**src/common/host_port_map.svh**
```systemverilog
// Constants for the parallel host port of the serial controller
// Summary of operation
// - Three register-select bits choose the internal register targeted by a host access.
// - Device selected only when both high selects are high and the low select low.
// - Either read strobe asserted puts the addressed register on the data bus.
// - Either write strobe asserted loads host data into the addressed register.
// - Rising edge of the address strobe latches selects and register-select bits.
// - Eight-bit tri-state data bus; bit zero is least significant.
// - Active-low read strobe low drives addressed register contents toward the host.
// - Driver-disable output goes low whenever the host reads the device.
`ifndef HOST_PORT_MAP_SVH
`define HOST_PORT_MAP_SVH
`define DATA_W     8
`define ADDR_W     3
`define REG_COUNT  8
`define REG_RESET  8'h00
`define SYNC_W     3
`define PIN_COUNT  9
`define PIN_ADDR_HI 8
`define PIN_ADDR_LO 6
`define PIN_CS_A   5
`define PIN_CS_B   4
`define PIN_CS_C_N 3
`define PIN_AS_N   2
`define PIN_RD     1
`define PIN_WR     0
`endif

```
**src/common/host_port_pkg.sv**
```systemverilog
// Types for the parallel host port
`include "host_port_map.svh"
package host_port_pkg;
   typedef logic [`DATA_W-1:0] data_t;
   typedef logic [`ADDR_W-1:0] addr_t;
   typedef enum logic [1:0] {
      ACC_IDLE  = 2'b00,
      ACC_READ  = 2'b01,
      ACC_WRITE = 2'b10
   } access_t;
endpackage

```
**src/logic/host_port.sv**
```systemverilog
// Host bus front end: selects, strobes, address latch and register bank
`timescale 1ns/10ps
`include "host_port_map.svh"
module host_port (
   input  wire logic                clk_in,
   input  wire logic                nrst_in,
   input  wire logic                reg_sel_bit0_in,
   input  wire logic                reg_sel_bit1_in,
   input  wire logic                reg_sel_bit2_in,
   input  wire logic                chip_sel_a_in,
   input  wire logic                chip_sel_b_in,
   input  wire logic                chip_sel_c_n_in,
   input  wire logic                addr_latch_strobe_n_in,
   input  wire logic                read_strobe_high_in,
   input  wire logic                read_strobe_low_n_in,
   input  wire logic                write_strobe_high_in,
   input  wire logic                write_strobe_low_n_in,
   input  wire host_port_pkg::data_t host_data_bus_in,
   output host_port_pkg::data_t     host_data_bus_out,
   output logic                     host_data_bus_oe_n_out,
   output logic                     driver_disable_n_out
);
   import host_port_pkg::*;

   // Pins are asynchronous: three stages, act when the last two agree
   logic [`PIN_COUNT-1:0]  pin_raw;
   logic [`PIN_COUNT-1:0]  s1_q, s2_q, s3_q, clean_q, clean_d;
   data_t                  data_s1_q, data_s2_q;
   assign pin_raw[`PIN_ADDR_HI:`PIN_ADDR_LO] = {reg_sel_bit2_in, reg_sel_bit1_in, reg_sel_bit0_in};
   assign pin_raw[`PIN_CS_A]                 = chip_sel_a_in;
   assign pin_raw[`PIN_CS_B]                 = chip_sel_b_in;
   assign pin_raw[`PIN_CS_C_N]               = chip_sel_c_n_in;
   assign pin_raw[`PIN_AS_N]                 = addr_latch_strobe_n_in;
   // Each strobe pair is merged before the synchroniser, so a pair costs one chain
   assign pin_raw[`PIN_RD]                   = read_strobe_high_in | ~read_strobe_low_n_in;
   assign pin_raw[`PIN_WR]                   = write_strobe_high_in | ~write_strobe_low_n_in;

   genvar g;
   generate
      for (g = 0; g < `PIN_COUNT; g++) begin : g_sync
         assign clean_d[g] = (s2_q[g] == s3_q[g]) ? s3_q[g] : clean_q[g];
      end
   endgenerate

   always_ff @(posedge clk_in or negedge nrst_in) begin
      if (!nrst_in) begin
         s1_q <= '0;
         s2_q <= '0;
         s3_q <= '0;
      end else begin
         s1_q <= pin_raw;
         s2_q <= s1_q;
         s3_q <= s2_q;
      end
   end

   // A level seen in one stage only never reaches the filtered copy
   always_ff @(posedge clk_in or negedge nrst_in) begin
      if (!nrst_in) begin
         clean_q <= '0;
      end else begin
         clean_q <= clean_d;
      end
   end

   // Data needs only two stages: it must be stable long before the strobe is filtered
   always_ff @(posedge clk_in or negedge nrst_in) begin
      if (!nrst_in) begin
         data_s1_q <= `REG_RESET;
         data_s2_q <= `REG_RESET;
      end else begin
         data_s1_q <= host_data_bus_in;
         data_s2_q <= data_s1_q;
      end
   end

   // Decode of cleaned pins
   wire   [`ADDR_W-1:0] addr_pin = clean_q[`PIN_ADDR_HI:`PIN_ADDR_LO];
   wire                 sel_pin  = clean_q[`PIN_CS_A] & clean_q[`PIN_CS_B] & ~clean_q[`PIN_CS_C_N];
   wire                 as_n     = clean_q[`PIN_AS_N];
   wire                 rd_act   = clean_q[`PIN_RD];
   wire                 wr_act   = clean_q[`PIN_WR];

   // Address strobe: transparent while high is not the case; latch on rise, pass while low
   logic                as_prev_q;
   addr_t               addr_hold_q, addr_hold_d;
   logic                sel_hold_q, sel_hold_d;
   wire                 as_rise  = as_n & ~as_prev_q;
   assign addr_hold_d = as_rise ? addr_pin : addr_hold_q;
   assign sel_hold_d  = as_rise ? sel_pin  : sel_hold_q;
   // Strobe tied low makes the port follow its pins directly
   wire   addr_t        addr_eff = as_n ? addr_hold_q : addr_pin;
   wire                 sel_eff  = as_n ? sel_hold_q  : sel_pin;

   // Register bank indexed by the register-select bits
   data_t               regs_q [`REG_COUNT];
   logic                wr_prev_q;
   wire                 wr_fire  = sel_eff & wr_act & ~wr_prev_q;
   wire                 rd_on    = sel_eff & rd_act;
   // Capture data once per strobe; data_cap is the second data stage, with no extra stage added
   data_t               data_cap;
   assign data_cap = data_s2_q;

   always_ff @(posedge clk_in or negedge nrst_in) begin
      if (!nrst_in) begin
         as_prev_q   <= 1'b0;
         addr_hold_q <= '0;
         sel_hold_q  <= 1'b0;
      end else begin
         as_prev_q   <= as_n;
         addr_hold_q <= addr_hold_d;
         sel_hold_q  <= sel_hold_d;
      end
   end

   // Write is edge driven: a long strobe loads the register once only
   always_ff @(posedge clk_in or negedge nrst_in) begin
      if (!nrst_in) begin
         wr_prev_q <= 1'b0;
      end else begin
         wr_prev_q <= wr_act;
      end
   end

   generate
      for (g = 0; g < `REG_COUNT; g++) begin : g_regs
         always_ff @(posedge clk_in or negedge nrst_in) begin
            if (!nrst_in) begin
               regs_q[g] <= `REG_RESET;
            end else if (wr_fire && addr_eff == addr_t'(g)) begin
               regs_q[g] <= data_cap;
            end
         end
      end
   endgenerate

   // Read data comes from a flop; bus driven only during a selected read
   data_t               rd_data_q;
   logic                rd_on_q;
   always_ff @(posedge clk_in or negedge nrst_in) begin
      if (!nrst_in) begin
         rd_data_q <= `REG_RESET;
      end else begin
         rd_data_q <= regs_q[addr_eff];
      end
   end

   always_ff @(posedge clk_in or negedge nrst_in) begin
      if (!nrst_in) begin
         rd_on_q <= 1'b0;
      end else begin
         rd_on_q <= rd_on;
      end
   end

   assign host_data_bus_out      = rd_data_q;
   assign host_data_bus_oe_n_out = ~rd_on_q;
   assign driver_disable_n_out   = ~rd_on_q;

   bus_idle_a: assert property (@(posedge clk_in) disable iff (!nrst_in)
      !rd_on_q |-> host_data_bus_oe_n_out) else $error("data bus driven outside read");
   driver_disable_n_read_a: assert property (@(posedge clk_in) disable iff (!nrst_in)
      rd_on |=> !driver_disable_n_out) else $error("driver disable not low during read");
   read_data_a: assert property (@(posedge clk_in) disable iff (!nrst_in)
      (rd_on && !wr_fire) |=> (host_data_bus_out == regs_q[$past(addr_eff)]))
      else $error("read data not addressed register");
   select_dec_a: assert property (@(posedge clk_in) disable iff (!nrst_in)
      (!as_n && !(clean_q[`PIN_CS_A] && clean_q[`PIN_CS_B] && !clean_q[`PIN_CS_C_N])) |-> !wr_fire)
      else $error("write taken while unselected");
   write_load_a: assert property (@(posedge clk_in) disable iff (!nrst_in)
      wr_fire |=> (regs_q[$past(addr_eff)] == $past(data_cap))) else $error("write not loaded");
   addr_latch_a: assert property (@(posedge clk_in) disable iff (!nrst_in)
      as_rise |=> (addr_hold_q == $past(addr_pin) && sel_hold_q == $past(sel_pin)))
      else $error("address strobe did not latch");
   addr_hold_a: assert property (@(posedge clk_in) disable iff (!nrst_in)
      (as_n && as_prev_q) |=> $stable(addr_hold_q)) else $error("latched address moved");
   addr_pass_a: assert property (@(posedge clk_in) disable iff (!nrst_in)
      !as_n |-> (addr_eff == addr_pin)) else $error("address not transparent");
   low_read_a: assert property (@(posedge clk_in) disable iff (!nrst_in)
      (sel_eff && rd_act) [*2] |-> !host_data_bus_oe_n_out) else $error("read did not drive bus");

   // Further checks on filtering, decode, write strobe edges, address latch and bus turnaround
   driver_disable_n_match_a: assert property (@(posedge clk_in) disable iff (!nrst_in)
      driver_disable_n_out == host_data_bus_oe_n_out)
      else $error("driver disable differs from bus enable");
   read_drive_a: assert property (@(posedge clk_in) disable iff (!nrst_in)
      rd_on |=> !host_data_bus_oe_n_out)
      else $error("selected read left bus idle");
   unsel_quiet_a: assert property (@(posedge clk_in) disable iff (!nrst_in)
      !sel_eff |=> host_data_bus_oe_n_out)
      else $error("bus driven while unselected");
   write_quiet_a: assert property (@(posedge clk_in) disable iff (!nrst_in)
      !rd_act |=> host_data_bus_oe_n_out)
      else $error("bus driven without read strobe");
   write_once_a: assert property (@(posedge clk_in) disable iff (!nrst_in)
      wr_fire |=> !wr_fire)
      else $error("one strobe wrote twice");
   strobe_edge_a: assert property (@(posedge clk_in) disable iff (!nrst_in)
      (wr_act && wr_prev_q) |-> !wr_fire)
      else $error("write taken without strobe edge");
   write_unsel_a: assert property (@(posedge clk_in) disable iff (!nrst_in)
      !sel_eff |-> !wr_fire)
      else $error("write while deselected");
   sync_agree_a: assert property (@(posedge clk_in) disable iff (!nrst_in)
      ((s2_q ^ s3_q) == '0) |=> (clean_q == $past(s3_q)))
      else $error("filtered pins not updated");
   read_addr_a: assert property (@(posedge clk_in) disable iff (!nrst_in)
      rd_on |=> (host_data_bus_out == $past(regs_q[addr_eff])))
      else $error("read from wrong register");
   latch_sel_a: assert property (@(posedge clk_in) disable iff (!nrst_in)
      (as_n && as_prev_q) |=> $stable(sel_hold_q))
      else $error("latched select moved");
   latch_use_a: assert property (@(posedge clk_in) disable iff (!nrst_in)
      as_n |-> (addr_eff == addr_hold_q && sel_eff == sel_hold_q))
      else $error("latched values not used");
   as_prev_a: assert property (@(posedge clk_in) disable iff (!nrst_in)
      as_n |=> as_prev_q)
      else $error("strobe history lost");
   sel_pass_a: assert property (@(posedge clk_in) disable iff (!nrst_in)
      !as_n |-> (sel_eff == sel_pin))
      else $error("select not transparent");
endmodule

```
**config.mk**
```make
export PLATFORM = sky130hd
export DESIGN_NAME = host_port
export DESIGN_NICKNAME = d
export VERILOG_FILES = /design/src/common/host_port_pkg.sv /design/src/logic/host_port.sv
export VERILOG_INCLUDE_DIRS = /design/src /design/src/common
export SDC_FILE = /design/constraint.sdc
export NUM_CORES = 1
export LEC_CHECK = 0
export ABC_AREA = 1
export CORE_MARGIN = 1
export CORE_UTILIZATION = 50
export DETAILED_ROUTE_END_ITERATION = 7
export DONT_BUFFER_PORTS = 1
export GPL_TIMING_DRIVEN = 0
export HOLD_SLACK_MARGIN = 0.08
export PLACE_DENSITY = 0.65
export SETUP_SLACK_MARGIN = 0.2
export SYNTH_ARGS = -nofsm -noshare
export SYNTH_HDL_FRONTEND = slang
export SYNTH_SLANG_ARGS = --single-unit
```
**constraint.sdc**
```tcl
create_clock -name clk_in -period 2.2 [get_ports clk_in]
set_input_delay 0.22 -clock clk_in [delete_from_list [all_inputs] [get_ports clk_in]]
set_output_delay 0.22 -clock clk_in [all_outputs]
set_load 0.01 [all_outputs]
```
==> flow_metrics.env, run 1 <==
export IMPL_clk_path_buf_depth=2
export IMPL_drc=0
export IMPL_critPathMostFrequentCell="nand2_1"
export IMPL_cp_max_fo=10
export IMPL_clock_sinks=131
export IMPL_wl_mm=12.0
export IMPL_finalCoreUtilization=0.613
export IMPL_path_class="reg -> reg"
export IMPL_antenna_cells=0
export IMPL_worst_path_buf_inv=2
export IMPL_max_cap_viol_count=0
export IMPL_setup_viol=0
export IMPL_timing_hold_ws_ns=-0.609
export IMPL_areaGrowthSynthToFinish_pct=17.0
export IMPL_p_leak_nw=3.29
export IMPL_layout_nets=649
export IMPL_drt_iter0_markers=291
export IMPL_io_buffer_count=0
export IMPL_slowest_delay_ns=0.49
export IMPL_fin_area_mm2=0.00641
export IMPL_yosysSeqAreaShare=0.598
export IMPL_start_util=0.524
export IMPL_synthDistinctLibCells=26
export IMPL_ant_nets=0
export IMPL_crit_chain="buf_6 -> nand2_2 -> clkbuf_1 -> nand3_1 -> nand2_1 -> nand2_1 -> nand2_1 -> nand2_1 -> nand2_1"
export IMPL_cts_root_buf="clkbuf_8"
export IMPL_vias_per_cell=5.21
export IMPL_period_minus_slack_ns=1.77
export IMPL_synth_cells=590
export IMPL_ctsHoldBuffers=19
export IMPL_worst_path_max_delay_cell="clkbuf_1"
export IMPL_drive_gt1_frac=0.133
export IMPL_min_path_type="in -> async"
export IMPL_avgRoutedWirePerCell_um=15.5
export IMPL_clkTransAtPathRegs_ns=0.06
export IMPL_row_count=37
export IMPL_antenna_found_initial=0
export IMPL_yosysWarnings=0
export IMPL_cts_made_buffers=17
export IMPL_grt_total_usage=0.237
export IMPL_drt_first_pass_iters=7
export IMPL_cts_resized=0
export IMPL_insertion_delay_ns=0.53
export IMPL_post_route_period_util=0.806
export IMPL_required_ns=2.65
export IMPL_rsz0062_at_grt="false"
export IMPL_ios=31
export IMPL_die_width_um=107
export IMPL_fp_dieH_um=107
export IMPL_power_mw=6.39
export IMPL_crit_family="simple AND/OR/NAND/NOR gates"
export IMPL_dpl_cell_area_mm2=0.00565
export IMPL_violations="hold timing"
export IMPL_grt_overflow=0
export IMPL_worst_pin_slew_ns=0.594
export IMPL_synth_fp_nets=611
export IMPL_final_cells=777
export IMPL_cp_start_kind="flip-flop"
export IMPL_dieArea_mm2=0.0114
export IMPL_coreArea_mm2=0.0105
export IMPL_cts_tree="built"
export IMPL_grt_first_pass_wirelength_mm=19.8
export IMPL_fmax_mhz=564
export IMPL_grt_max_degree=132
export IMPL_power_per_cell_area_mw_per_mm2=996
export IMPL_tns_ns=0
export IMPL_outcome="finished with violations"
export IMPL_grt_pass1_vias=3928
export IMPL_mappedNetlistArea_mm2=0.00548
export IMPL_final_hold_viol_count=131
export IMPL_dp_cells=726
export IMPL_ys_seq_elements=131
export IMPL_drv_slew=0
export IMPL_arrival_ns=2.23
export IMPL_cts_setup_buffers=0
export IMPL_dp_hpwl_mm=7.70
export IMPL_place_congestion=0.844
export IMPL_fillerInstances=898
export IMPL_relSlewSlack=0.604
export IMPL_cts_max_level=4
export IMPL_crit_path_end_kind="flip-flop"
export IMPL_skew_ns=0.00929
export IMPL_ir_worst_vdd_mv=0.682
export IMPL_avgSynthCellArea_um2=9.29
export IMPL_via_count=4047
[synth_stat cells, drive strengths merged]
cell    count  share of area
nand3      50          0.063
clkbuf      8         0.0062
buf        24          0.028
inv        12         0.0087
nand2     274           0.19
or2         2         0.0027
nor2        9          0.016
maj3        9          0.016
dfrtp     131           0.60
and3        1         0.0011
o21ai      70          0.067
[cell usage in the layout, fill, tap and decap left out, drive strengths merged]
cell type / instances
clkinvlp: 2
dlygate4sd3: 19
buf: 24
clkbuf: 27
nand2: 274
maj3: 9
dfrtp: 131
clkinv: 5
or2: 2
nor2: 9
inv: 16
o21ai: 70
bufinv: 2
and3: 1
nand3: 50
[power by group]
part	total, mW	internal [mW]	switching [mW]
logic	0.865	0.289	0.576
clock network	2.68	1.63	1.05
registers	2.85	2.69	0.156
total	6.39	4.61	1.78
[per-stage QoR]
step           setup WS (ns)  hold WS [ns]
4_1_cts                0.429        -0.635
5_1_grt                0.340        -0.650
6_report               0.426        -0.609
3_3_place_gp           0.498       -0.0706
2_1_floorplan          0.816       -0.0756
3_5_place_dp           0.504       -0.0701
[worst paths after layout]
path | start | end | slack (ns) | depth (start not counted)
setup reg to reg | clean_q[2]$_DFFE_PN0N_ | host_data_bus_out[3]$_DFF_PN0_ | 0.43 | 9
max in group asynchronous | nrst_in | regs_q[8]$_DFFE_PN0P_ | 2.64 | 0
setup / recovery | clean_q[2]$_DFFE_PN0N_ | host_data_bus_out[3]$_DFF_PN0_ | 0.43 | 9
min in group clk_in | host_data_bus_in[7] | data_s1_q[7]$_DFF_PN0_ | 0.25 | 1
hold reg to reg | s1_q[5]$_DFF_PN0_ | s2_q[5]$_DFF_PN0_ | 0.35 | 0
hold / removal | nrst_in | regs_q[16]$_DFFE_PN0P_ | -0.61 | 0
[area by class of cell]
type	instances	area (um^2)	share of cell area
Multi-Input combinational cell	415	1970	0.307
Clock buffer	19	422	0.0657
Buffer	32	189	0.0295
Sequential cell	131	3280	0.511
Timing Repair Buffer	19	190	0.0297
Clock inverter	13	150	0.0234
Tap cell	136	170	0.0265
Inverter	12	47.5	0.00741
[kinds of logic after synthesis]
kind of cell | count (synthesis) | synth area share
fa+ha+maj | 9 | 0.0164
flops | 131 | 0.598
buf+inv | 44 | 0.0431
compound gates | 70 | 0.0667
simple gates | 336 | 0.276
[worst reg2reg max path, stage by stage, from the launching register on]
cell and delay, ns:
dfrtp_1 0.39, buf_6 0.15, nand2_2 0.14, clkbuf_1 0.49, nand3_1 0.16, nand2_1 0.12
nand2_1 0.05, nand2_1 0.08, nand2_1 0.06, nand2_1 0.08
[sequential cells by signal (all words and copies together) (netlist names), 3 cells and up]
signal / cells
regs_q: 64
clean_q: 9
s1_q: 9
s2_q: 9
s3_q: 9
data_cap: 8
data_s1_q: 8
host_data_bus_out: 8
addr_hold_q: 3
[metal layers]
| metal | vias to the layer above | wire [um] | GRT usage |
|---|---|---|---|
| met5 | - | 0 | 0 |
| met4 | 0 | 277 | 0.0900 |
| met3 | 19 | 863 | 0.0766 |
| met2 | 124 | 5470 | 0.356 |
| met1 | 1936 | 5430 | 0.322 |
| li1 | 1968 | - | - |
No activity file was read; power rests on OpenSTA's default activity.
==> inputs of run 2 (changes only) <==
--- a/config.mk
+++ b/config.mk
@@ -13,7 +13,7 @@
 export DONT_BUFFER_PORTS = 1
 export GPL_TIMING_DRIVEN = 0
 export HOLD_SLACK_MARGIN = 0.08
-export PLACE_DENSITY = 0.65
+export PLACE_DENSITY = 0.68
 export SETUP_SLACK_MARGIN = 0.2
 export SYNTH_ARGS = -nofsm -noshare
 export SYNTH_HDL_FRONTEND = slang
==> constraint.sdc (replaced) <==
create_clock -name clk_in -period 1.5 [get_ports clk_in]
set_input_delay 0.15 -clock clk_in [delete_from_list [all_inputs] [get_ports clk_in]]
set_output_delay 0.15 -clock clk_in [all_outputs]
set_load 0.01 [all_outputs]
==> run 2 against run 1 <==
Effect of this change:
- worst hold slack got worse by 0.084 ns
- cell count increased by 3.1%
- sequential power increased by 47%
- clock-buffer cell count unchanged
- power grew 59%
- highest routed layer unchanged
- wire length up 12%
- the flow finishes with violations (hold timing, setup timing)
- critical endpoint is now regs_q[56]$_DFFE_PN0P_
==> flow_metrics.env, run 2 (synthesized netlist as in run 1, its figures left out) <==
export IMPL_min_path_type="in -> async"
export IMPL_antenna_cells=0
export IMPL_cts_tree="built"
export IMPL_wl_met2_mm=6.14
export IMPL_via_count=4271
export IMPL_drive_gt1_frac=0.202
export IMPL_p_leak_nw=3.54
export IMPL_power_per_cell_area_mw_per_mm2=1460
export IMPL_highest_layer="met4"
export IMPL_clock_sinks=131
export IMPL_fp_dieH_um=107
export IMPL_coreArea_mm2=0.0105
export IMPL_clkTransAtPathRegs_ns=0.06
export IMPL_row_count=37
export IMPL_dp_cells=726
export IMPL_drc=0
export IMPL_insertion_delay_ns=0.54
export IMPL_grt_overflow=0
export IMPL_ir_worst_vdd_mv=1.07
export IMPL_r2r_start="clean_q[2]$_DFFE_PN0N_"
export IMPL_avgRoutedWirePerCell_um=16.8
export IMPL_skew_ns=0.00673
export IMPL_final_cells=801
export IMPL_drt_iter0_markers=407
export IMPL_worst_pin_slew_ns=0.321
export IMPL_grt_max_degree=132
export IMPL_ant_nets=0
export IMPL_rr_worst_depth=8
export IMPL_dpl_cell_area_mm2=0.00573
export IMPL_wl_met1_mm=5.87
export IMPL_vias_per_cell=5.33
export IMPL_relSlewSlack=0.786
export IMPL_io_buffer_count=0
export IMPL_place_congestion=0.867
export IMPL_ios=31
export IMPL_grt_total_usage=0.261
export IMPL_fmax_mhz=609
export IMPL_grt_first_pass_wirelength_mm=21.8
export IMPL_outcome="finished with violations"
export IMPL_cts_root_buf="clkbuf_8"
export IMPL_violations="hold timing, setup timing"
export IMPL_r2r_setup_slack_ns=-0.14
export IMPL_max_cap_viol_count=0
export IMPL_period_minus_slack_ns=1.64
export IMPL_path_class="reg -> reg"
export IMPL_fin_area_mm2=0.00698
export IMPL_largest_reg_flops=64
export IMPL_startpoint="clean_q[2]$_DFFE_PN0N_"
export IMPL_clk_path_buf_depth=2
export IMPL_routed_wl_met3_um=928
export IMPL_finalCoreUtilization=0.667
export IMPL_final_cell_mix="262 x nand2_1, 130 x dfrtp_1, 41 x nand3_1"
export IMPL_drt_first_pass_iters=5
export IMPL_layout_commonest_cell="nand2_1"
export IMPL_layout_nets=675
export IMPL_ctsHoldBuffers=19
export IMPL_start_util=0.524
export IMPL_dieArea_mm2=0.0114
export IMPL_antenna_found_initial=0
export IMPL_setup_viol=72
export IMPL_die_width_um=107
export IMPL_fin_ws_ns=-0.141
export IMPL_timing_hold_ws_ns=-0.693
export IMPL_r2r_end="regs_q[56]$_DFFE_PN0P_"
export IMPL_post_route_period_util=1.09
export IMPL_crit_path_end_kind="flip-flop"
export IMPL_areaGrowthSynthToFinish_pct=27.3
export IMPL_arrival_ns=2.12
export IMPL_drv_slew=0
export IMPL_cp_start_kind="flip-flop"
export IMPL_grt_pass1_vias=4324
export IMPL_dp_hpwl_mm=7.70
export IMPL_regMostFlops="regs_q"
export IMPL_required_ns=1.98
export IMPL_wl_mm=13.4
export IMPL_cts_max_level=4
export IMPL_final_hold_viol_count=131
export IMPL_rsz0062_at_grt="true"
export IMPL_place_ws_ns=-0.129
export IMPL_cts_made_buffers=17
export IMPL_cp_max_fo=8
run 2: area by class of cell:
| cell class | instances | area [um^2] |
|---|---|---|
| inverters | 12 | 57.6 |
| well taps | 136 | 170 |
| repair buffers | 40 | 433 |
| flip-flops and latches | 131 | 3280 |
| clock inverters | 11 | 180 |
| plain buffers | 32 | 294 |
| clock buffers | 19 | 432 |
| multi-input cells | 420 | 2130 |
| fillers | 831 | 3480 |
run 2: layer usage:
| layer | up-vias | GRT usage |
|---|---|---|
| li1 | 2028 | - |
| met3 | 37 | 0.0638 |
| met2 | 193 | 0.393 |
| met5 | - | 0 |
| met4 | 0 | 0.147 |
| met1 | 2013 | 0.345 |
run 2: power by group:
part | switching, mW | internal [mW]
logic | 1.02 | 0.655
registers | 0.248 | 3.95
clock network | 1.55 | 2.74
total | 2.82 | 7.34
run 2: timing repair:
action	4_1_cts	5_1_grt
resized for setup	52	32
gates cloned	6	4
setup endpoints to repair	77	76
setup buffers	12	4
endpoints found under the hold margin	148	131
pin swaps	19	24
run 2: worst max path at each step:
stage	endpoint	slack, ns	cells past startpoint
after floorplan	regs_q[48]$_DFFE_PN0P_	0.13	9
after CTS	host_data_bus_out[5]$_DFF_PN0_	-0.1	10
after detailed placement	regs_q[57]$_DFFE_PN0P_	-0.13	8
after global routing	regs_q[19]$_DFFE_PN0P_	-0.21	8
final	regs_q[56]$_DFFE_PN0P_	-0.14	8
after global placement	regs_q[54]$_DFFE_PN0P_	-0.08	7
run 2: stage by stage:
stage	TNS [ns]	hold WS [ns]	total power, mW
after detailed placement	-5.15	-0.140	5.51
after global placement	-2.62	-0.140	5.46
after floorplan	0	-0.146	5.17
after global routing	-11.29	-0.727	10.6
after CTS	-4.03	-0.721	10.1
final	-5.14	-0.693	10.2
run 2: worst max-delay path: stages (launching register included):
cell and delay [ns]:
dfrtp_2 0.42, buf_12 0.15, clkinv_8 0.06, or2_4 0.15
nand3_4 0.16, buf_12 0.21, nor2_4 0.23, nand2_2 0.10
nand2_1 0.09
